### config.mk
export PLATFORM = sky130hd
export DESIGN_NAME = wit_timer
export DESIGN_NICKNAME = d
export VERILOG_FILES = /design/src/design/wit_pkg.sv /design/src/design/wit_timer.sv
export VERILOG_INCLUDE_DIRS = /design/src /design/src/design
export SDC_FILE = /design/constraint.sdc
export NUM_CORES = 1
export LEC_CHECK = 0
export BUFFER_PORTS_ARGS = -buffer_cell sky130_fd_sc_hd__buf_2
export CORE_MARGIN = 10
export CORE_UTILIZATION = 45
export CTS_BUF_LIST = sky130_fd_sc_hd__clkbuf_4
export CTS_CLUSTER_SIZE = 10
export DETAILED_ROUTE_END_ITERATION = 12
export PLACE_DENSITY = 0.63
export SLEW_MARGIN = 0
export SYNTH_ARGS = -nofsm -noshare
export SYNTH_HDL_FRONTEND = slang
export SYNTH_SLANG_ARGS = --single-unit
### constraint.sdc
create_clock -name clock -period 2.55 [get_ports clock]
set_input_delay 0 -clock clock [delete_from_list [all_inputs] [get_ports clock]]
set_output_delay 0 -clock clock [all_outputs]
set_load 0.005 [all_outputs]
### src/design/wit_params.svh
// Purpose: Constants for the two-channel watchdog and interval timer.
// Assumes: Included by the package and by the timer module.
// Notes: Addresses are the byte addresses seen on the internal bus.
`ifndef WIT_PARAMS_SVH
`define WIT_PARAMS_SVH
`define WIT_WADDR_CH0 16'hffa8
`define WIT_RADDR_CSR_CH0 16'hffa8
`define WIT_RADDR_CNT_CH0 16'hffa9
`define WIT_WADDR_CH1 16'hffea
`define WIT_RADDR_CSR_CH1 16'hffea
`define WIT_RADDR_CNT_CH1 16'hffeb
`define WIT_KEY_CNT 8'h5a
`define WIT_KEY_CSR 8'ha5
`define WIT_BIT_OVF 7
`define WIT_BIT_MODE 6
`define WIT_BIT_TME 5
`define WIT_BIT_PSS 4
`define WIT_BIT_RST 3
`define WIT_CSR_RESET 8'h00
`define WIT_CNT_RESET 8'h00
`define WIT_CNT_MAX 8'hff
`define WIT_RST_CYCLES 518
`define WIT_RST_CW 10
`define WIT_MAIN_PW 15
`define WIT_SUB_PW 8
`endif

### src/design/wit_pkg.sv
// Purpose: Types shared by the watchdog and interval timer.
// Assumes: Constants come from the parameter header.
// Notes: The whole timer state is one packed struct.
`include "wit_params.svh"
package wit_pkg;
   typedef struct packed {
      logic [1:0][7:0] cnt;
      logic [1:0][7:0] ctl;
      logic [1:0] armed;
      logic [1:0] ptap;
      logic [1:0][`WIT_RST_CW-1:0] rcnt;
      logic [1:0] nmi;
      logic [7:0] rdata;
      logic [`WIT_MAIN_PW-1:0] pre;
      logic [`WIT_SUB_PW-1:0] sub;
      logic sub_prev;
   } wit_state_s;
endpackage

### src/design/wit_timer.sv
// Purpose: Two-channel watchdog and interval timer with keyed register writes.
// Assumes: Bus strobes and the sub-clock input are synchronous to clock.
// Notes: Channel 0 counts main prescaler taps; channel 1 may use the sub-clock.
`include "wit_params.svh"
module wit_timer
   import wit_pkg::*;
(
   input wire logic clock,
   input wire logic rstn,
   input wire logic sub_clk,
   input wire logic [15:0] bus_addr,
   input wire logic bus_rd,
   input wire logic bus_wr,
   input wire logic bus_word,
   input wire logic [15:0] bus_wdata,
   output logic [7:0] bus_rdata,
   output logic [1:0] chip_reset_req,
   output logic [1:0] nmi_req,
   output logic [1:0] interval_interrupt
);

   wit_state_s st;
   wit_state_s next_st;
   logic [1:0] tick;
   logic [1:0] wrap;
   logic [1:0] csr_wr;
   logic [1:0] cnt_wr;

   // Shared write address of a channel.
   function automatic logic [15:0] waddr(input int ch);
      return (ch == 1) ? `WIT_WADDR_CH1 : `WIT_WADDR_CH0;
   endfunction

   // Main prescaler tap; codes without a divider give a flat line, so no count.
   function automatic logic main_tap(input logic [`WIT_MAIN_PW-1:0] pre,
                                     input logic [2:0] cks, input logic ch1);
      unique case (cks)
         3'h0: main_tap = pre[0];
         3'h1: main_tap = pre[5];
         3'h2: main_tap = pre[6];
         3'h3: main_tap = pre[8];
         3'h4: main_tap = pre[10];
         3'h5: main_tap = pre[12];
         3'h6: main_tap = ch1 & pre[14];
         3'h7: main_tap = 1'b0;
      endcase
   endfunction

   // Next-state logic for prescalers, both channels and the read port.
   always_comb begin
      logic tap;
      logic clr;
      logic rd_csr;
      tap = 1'b0;
      clr = 1'b0;
      rd_csr = 1'b0;
      next_st = st;
      tick = 2'b00;
      wrap = 2'b00;
      csr_wr = 2'b00;
      cnt_wr = 2'b00;
      // Prescalers never stop, so a channel's phase is independent of its enable.
      next_st.pre = st.pre + `WIT_MAIN_PW'(1);
      next_st.sub_prev = sub_clk;
      if (st.sub_prev && !sub_clk) begin
         next_st.sub = st.sub + `WIT_SUB_PW'(1);
      end
      // Reads of unmapped addresses return zero.
      if (bus_rd) begin
         unique case (bus_addr)
            `WIT_RADDR_CSR_CH0: next_st.rdata = st.ctl[0];
            `WIT_RADDR_CNT_CH0: next_st.rdata = st.cnt[0];
            `WIT_RADDR_CSR_CH1: next_st.rdata = st.ctl[1];
            `WIT_RADDR_CNT_CH1: next_st.rdata = st.cnt[1];
            default: next_st.rdata = 8'h00;
         endcase
      end
      for (int ch = 0; ch < 2; ch++) begin
         // Only a word write carrying the right key reaches a register.
         csr_wr[ch] = bus_wr && bus_word && (bus_addr == waddr(ch))
                      && (bus_wdata[15:8] == `WIT_KEY_CSR);
         cnt_wr[ch] = bus_wr && bus_word && (bus_addr == waddr(ch))
                      && (bus_wdata[15:8] == `WIT_KEY_CNT);
         rd_csr = bus_rd && (bus_addr == ((ch == 1) ? `WIT_RADDR_CSR_CH1
                                                    : `WIT_RADDR_CSR_CH0));
         // Tap choice; a change of code can look like a falling edge.
         if (ch == 1 && st.ctl[1][`WIT_BIT_PSS]) begin
            tap = st.sub[st.ctl[1][2:0]];
         end else begin
            tap = main_tap(st.pre, st.ctl[ch][2:0], ch == 1);
         end
         next_st.ptap[ch] = tap;
         tick[ch] = st.ptap[ch] && !tap;
         // A keyed counter write wins over a tick in the same cycle.
         wrap[ch] = st.ctl[ch][`WIT_BIT_TME] && tick[ch] && !cnt_wr[ch]
                    && (st.cnt[ch] == `WIT_CNT_MAX);
         if (csr_wr[ch]) begin
            next_st.ctl[ch][6:0] = bus_wdata[6:0];
            if (ch == 0) begin
               next_st.ctl[0][`WIT_BIT_PSS] = 1'b0;
            end
         end
         // Flag clears: keyed zero after an armed read, enable off, reset pulse.
         clr = (csr_wr[ch] && !bus_wdata[`WIT_BIT_TME])
               || (csr_wr[ch] && !bus_wdata[`WIT_BIT_OVF] && st.armed[ch])
               || (st.rcnt[ch] != '0);
         // A new overflow wins over any clear in the same cycle.
         next_st.ctl[ch][`WIT_BIT_OVF] = wrap[ch]
                                         || (st.ctl[ch][`WIT_BIT_OVF] && !clr);
         next_st.armed[ch] = next_st.ctl[ch][`WIT_BIT_OVF]
                             && (st.armed[ch] || (rd_csr && st.ctl[ch][`WIT_BIT_OVF]));
         // Counter is held at zero while disabled; writes then have no effect.
         if (!next_st.ctl[ch][`WIT_BIT_TME]) begin
            next_st.cnt[ch] = `WIT_CNT_RESET;
         end else if (cnt_wr[ch]) begin
            next_st.cnt[ch] = bus_wdata[7:0];
         end else if (tick[ch] && st.ctl[ch][`WIT_BIT_TME]) begin
            next_st.cnt[ch] = st.cnt[ch] + 8'h01;
         end
         // Overflow action in watchdog mode picks reset or NMI.
         next_st.nmi[ch] = wrap[ch] && st.ctl[ch][`WIT_BIT_MODE]
                           && !st.ctl[ch][`WIT_BIT_RST];
         if (wrap[ch] && st.ctl[ch][`WIT_BIT_MODE] && st.ctl[ch][`WIT_BIT_RST]) begin
            next_st.rcnt[ch] = `WIT_RST_CW'(`WIT_RST_CYCLES);
         end else if (st.rcnt[ch] != '0) begin
            next_st.rcnt[ch] = st.rcnt[ch] - `WIT_RST_CW'(1);
         end
      end
   end

   // State register; the internal reset request does not reset this block.
   always_ff @(posedge clock) begin
      if (!rstn) begin
         next_st_reset: begin
            st.cnt <= {2{`WIT_CNT_RESET}};
            st.ctl <= {2{`WIT_CSR_RESET}};
            st.armed <= 2'h0;
            st.ptap <= 2'h0;
            st.rcnt <= '0;
            st.nmi <= 2'h0;
            st.rdata <= 8'h00;
            st.pre <= '0;
            st.sub <= '0;
            st.sub_prev <= 1'b0;
         end
      end else begin
         st <= next_st;
      end
   end

   // Outputs; in interval mode the interval request follows the flag directly.
   assign bus_rdata = st.rdata;
   assign nmi_req = st.nmi;
   always_comb begin
      for (int ch = 0; ch < 2; ch++) begin
         chip_reset_req[ch] = st.rcnt[ch] != '0;
         interval_interrupt[ch] = st.ctl[ch][`WIT_BIT_OVF]
                                  && !st.ctl[ch][`WIT_BIT_MODE];
      end
   end
endmodule

## Word level (Yosys, flattened, before mapping)

Index checks and enable logic that the tools add are counted.

- $add $sub $neg: 6
- Order comparisons: 1
- Equality and inequality tests: 22
- Multiplexer cells: 16
- Bitwise operators: 1
- Reductions and logical operators: 72

Operator list:

| kind | count |
|---|---|
| $eq 16x16->1 const B | 4 |
| $mux 10 | 4 |
| $logic_and 1x1->1 | 38 |
| $mux 8 | 4 |
| $pmux 8 s4 | 1 |
| $add 8x1->8 const B | 3 |
| $eq 3x3->1 const B | 8 |
| $eq 8x8->1 const B | 3 |
| $reduce_bool 10->1 | 2 |
| $sub 10x1->10 const B | 2 |
| $add 15x1->15 const B | 1 |
| $logic_not 1->1 | 13 |
| $eq 3x2->1 const B | 4 |
| $mux 6 | 2 |
| $eq 8x7->1 const B | 1 |
| $logic_or 1x1->1 | 8 |
| $pmux 1 s8 | 1 |
| $reduce_bool 2->1 | 4 |
| $pmux 1 s7 | 1 |
| $eq 3x1->1 const B | 2 |
| $logic_not 3->1 | 2 |
| $reduce_or 2->1 | 3 |
| $lt 3x4->1 const B | 1 |
| $reduce_and 2->1 | 2 |
| 3 further kinds | 4 |

- Bits in registers: 89
- Input bits: 38

## Logic depth before layout (Yosys ltp)

- Word-level depth: 11
- Depth in mapped cells: 9
- Mapped depth without buffers: 9

## Worst setup path before layout

Ideal clock, no wire load.

- Path type: reg2reg
- Start: register st[58] (netlist name)
- End: register st[34] (netlist name)
- Arrival: 2.172 ns
- Data required time: 2.411 ns
- Setup slack: 0.239 ns
- Cell stages (with the launch flop): 6
- Buffers on the path: 0
- Path through: dfxtp_1 mux4_2 a221oi_2 nand4_1 o41ai_2 nor2_1

- Longest elaborated chain between the ends: 11
- Elaborated cells between the ends (all ways): 18

RTL lines:

| element | line | text |
|---|---|---|
| start: declaration | wit_timer.sv:22 | `wit_state_s st;` |
| start signal: assignment | wit_timer.sv:147 | `st <= next_st;` |
| $eq 3x3->1 | wit_timer.sv:37 | `unique case (cks)` |
| $reduce_or 2->1 (no line) | - |  |
| $pmux 1 s7 (*) | wit_timer.sv:37 |  |
| $logic_not 1->1 (*) | wit_timer.sv:93 | `tick[ch] = st.ptap[ch] && !tap;` |
| $logic_and 1x1->1 (*) | wit_timer.sv:93 |  |
| $logic_and 1x1->1 (*) (3 in series) | wit_timer.sv:95 | `` wrap[ch] = st.ctl[ch][`WIT_BIT_TME] && tick[ch] && !cnt_wr[ch] `` |
| $logic_and 1x1->1 (*) (2 in series) | wit_timer.sv:123 | `` if (wrap[ch] && st.ctl[ch][`WIT_BIT_MODE] && st.ctl[ch][`WIT_BIT_RST]) begin `` |
| $reduce_or 2->1 (no line) (*) | - |  |

Every way passes the cells marked *; elsewhere a longest branch is shown, timed or not.
A chain may end at the register's enable or synchronous reset.

## Worst setup path in the final report

- Start: register st[58] (netlist name)
- End: register st, in the netlist nmi_req[0]

- Longest elaborated chain between the ends: 10
- Elaborated cells between the ends (all ways): 17

RTL lines:

| element | line | text |
|---|---|---|
| $eq 3x3->1 | wit_timer.sv:37 |  |
| $reduce_or 2->1 (no line) | - |  |
| $pmux 1 s7 (*) | wit_timer.sv:37 |  |
| $logic_not 1->1 (*) | wit_timer.sv:93 |  |
| $logic_and 1x1->1 (*) | wit_timer.sv:93 |  |
| $logic_and 1x1->1 (*) (3 in series) | wit_timer.sv:95 |  |
| $logic_and 1x1->1 (*) (2 in series) | wit_timer.sv:121 | `` next_st.nmi[ch] = wrap[ch] && st.ctl[ch][`WIT_BIT_MODE] `` |

Marked as above.

==> summary.md <==
| Metric | Value |
|---|---|
| Status | finished, final reports clean |
| Chip width | 122 µm |
| Worst Skew | 0.0161 ns |
| First-pass GRT wire length | about 19 mm |
| Seq. cell area | around 0.0018 mm² |
| # Max-Cap Violations | 0 |
| Crit path arrival time | 2.79 ns |
| Number of flops mapped to enable cells by yosys | 0 |
| Synth Cell Area | about 0.0047 mm² |
| Vias after detailed routing | roughly 3800 |
| TritonCTS clock tree | done |
| R2R depth | 6 |
| Post-DR wirelength/cell | 15.8 µm |
| Critical Path RT | approximately 2.9 ns |
| Utilization after layout | 0.520 |
| Final Max Slew Viols | 0 |
| Root buf cell | clkbuf_4 |
| CP max stage cell | mux4_2 |
| Top-area cell type share of the netlist area | 0.383 |
| Clk sink count | 89 |
| Cells after DPL | 671 |
| Layout cell share with drive strength beyond 1 | 0.178 |
| Drt pass-1 iters | 5 |
| Crit path to | nmi_req[0] |
| Row cnt | 37 |
| Core area | 0.0102 mm² |
| IO Count | 52 |
| RR Startpoint | st[58] |
| Final period util | 0.946 |
| Final non-filler cell total | 699 |
| Synth Instances | 502 |
| Hold slack | 0.0475 ns |
| Largest net degree at the start of global routing | 42 |
| Setup CP Type | flop to flop |
| P per Cell Area | 637 mW/mm² |
| Post-synthesis sequential area ratio | 0.383 |
| Total Wirelength | between 10 and 15 mm |
| Peak supply drop | 350 µV |
| GPL Wtd Cong | 0.852 |
| DRC Markers | 0 |
| Max incr delay on CP | 0.57 ns |
| P_sw | approximately 0.0010 W |
| Final net count | 603 |
| YS warnings | 0 |
| Initial core utilization | 0.457 |
| Critical-path cell list | mux4_2 > a221oi_4 > nand4_1 > buf_4 > or3b_1 > nor3b_1 |
| Die area | 0.0148 mm² |
| Crit Path Max Fanout | 4 |
| Asr flop ratio synth | 0 |
| Setup TNS | 0 ns |
| Top post-synthesis cells by area | dfxtp_1, mux2i_1, xnor2_1 |
| Dpl hpwl | 7.96 mm |
| Wire length on met3 | 645 µm |
| Leak | ~2.0 nW |
| Setup violations, final | 0 |
| Startpoint Class | flop |
| Class of the worst hold path | primary input to flop |
| Tot GR Track Use | 0.153 |
| WL met2 | 4.89 mm |
| Clk_lat worst skew | 0.46 ns |
| Port bufs | 51 |
| Top sig layer | met4 |
| Clock share of power | 0.262 |
| Synth unique cells | between 60 and 70 |
| # H-tree levels | 3 |
| Number of vias per cell | ~5.4 |
| Initial antenna violation count | 0 |
| Mean post-synth cell area | approximately 9 µm² |
| Switch share | 0.311 |
| Yosys top cell by area | dfxtp_1 |
| Number of buffers created by CTS | 9 |
| Fillers | 971 |
| Critical path origin | st[58] |
| P_int | 0.00233 W |
| Global route overflow | 0 |
| Min Clock Period, post-route | roughly 2.4 ns |
| Synth Flop Type | dfxtp_1 |
| Critical path capture point type | flop |
| Diode count | 0 |
| CTS Buffer Depth | 2 |
| Sequential power share | 0.480 |
| Reg-to-reg setup timing slack | about 0.14 ns |
| Synth Register Bits | 89 |
| Max-slew headroom | 0.478 |
| Die height | between 100 and 150 µm |
| Multi-input gate area | ~0.0027 mm² |
| Initial DRC Count | 294 |
| Worst Max-Slew Pin Slew | 0.780 ns |
| Vias in the first global route | around 3600 |
| Synthesis-to-layout area growth | 13.8% |
| Routed Antenna Nets | 0 |
| Hold Fails Final Rpt | 0 |
| M1 WL | 5.33 mm |
| Logic pwr share | 0.258 |
| Achievable clock frequency | slightly above 400 MHz |
| Clk slew on worst S/H paths | 0.14 ns |
| RR Endpoint | nmi_req[0] |
| Syn Nets | 547 |
## cell type report
cell class                 count  share of cell area
clock buffer                  10              0.0142
clock inverter                 6              0.0156
inverter                      11             0.00780
multi-input combinational    372               0.506
sequential                    89               0.337
tap                          136              0.0321
timing repair buffer          75              0.0874
## Yosys cell counts, types with 2 or more instances
master,count
mux2i_1,26
nor3_1,5
nand2b_1,3
clkbuf_1,18
or3_1,3
nor4bb_1,3
nand2_1,31
o211ai_1,2
dfxtp_1,89
o21ai_0,2
xor2_1,20
ha_1,7
nor2b_1,26
and4_1,6
and3_1,11
nand4b_1,4
or4_1,3
a22oi_1,8
o21a_1,11
mux4_2,2
o22ai_1,3
a221oi_1,6
nand3_1,19
a211oi_2,2
a21oi_1,5
and2_1,29
buf_4,10
mux2_2,2
a21boi_0,2
nor3b_1,4
nand3b_1,4
nor4_4,3
xnor2_1,25
nor4_1,6
nor2_1,39
or4bb_1,2
nand4_1,9
inv_1,11
a211oi_1,19
## layer usage
metal | track usage | vias up
met4 | 0.0663 | 0
met5 | 0 | -
met1 | 0.204 | 1744
li1 | - | 1904
met3 | 0.0315 | 11
met2 | 0.235 | 92
## power groups by stage
stage          combinational [W]  clock [W]  sequential [W]
6_report                0.000871   0.000884         0.00162
5_1_grt                 0.000993   0.000972         0.00164
4_1_cts                 0.000877   0.000912         0.00162
3_5_place_dp            0.000854          0         0.00165
3_3_place_gp            0.000829          0         0.00164
2_1_floorplan           0.000666          0         0.00162
## cell families after synthesis
group,after synthesis,synth area share
compound gates,70,0.118
xor+xnor,45,0.0847
fa+ha+maj,7,0.0188
buf+inv,41,0.0430
flops,89,0.383
mux,31,0.0737
simple gates,219,0.279
## worst max-delay path, delay by kind of cell (launching register included)
family	cells	cell delay [ns]
AO/OA/AOI/OAI	1	0.39
multiplexers	1	0.57
flip-flops	1	0.42
AND/OR/NAND/NOR	3	0.78
buffers and inverters	1	0.18
## registers in the layout (all words and copies together) (netlist names)
register / count
st: 79
nmi_req: 2
bus_rdata: 8
## layout by cell type, fill, tap and decap left out, types with 10 or more instances in the layout
master,count
clkbuf_4,10
and3_1,11
and2_1,29
inv_1,11
mux2i_1,26
buf_4,13
nand2_1,31
buf_2,51
nand3_1,19
xor2_1,20
a211oi_1,19
dfxtp_1,89
nor2_1,39
o21a_1,11
xnor2_1,25
dlygate4sd3_1,11
nor2b_1,26
## metrics by stage
stage          worst slack [ns]  instance area [µm²]  total power [W]
2_1_floorplan             0.239                 4650          0.00229
3_3_place_gp              0.155                 5010          0.00247
3_5_place_dp             0.0821                 5010          0.00250
4_1_cts                  0.0466                 5280          0.00341
5_1_grt               -0.000648                 5290          0.00361
6_report                  0.138                 5290          0.00337
## what timing repair did
item / 4_1_cts / 5_1_grt
endpoints found under the hold margin: 40 / 0
setup buffers: 0 / 1
gates resized for setup: 0 / 1
setup endpoints to repair: 0 / 12
hold buffers: 11 / 0
## how the worst min path moves through the flow
stage                       start      to  cells past startpoint
detailed placement        sub_clk   st[0]                      2
CTS                 bus_wdata[15]  st[83]                      5
global route        bus_wdata[13]  st[83]                      5
finish              bus_wdata[13]  st[83]                      5
global placement          sub_clk   st[0]                      2
floorplan                 sub_clk   st[0]                      1
No activity file was read; power rests on OpenSTA's default activity.
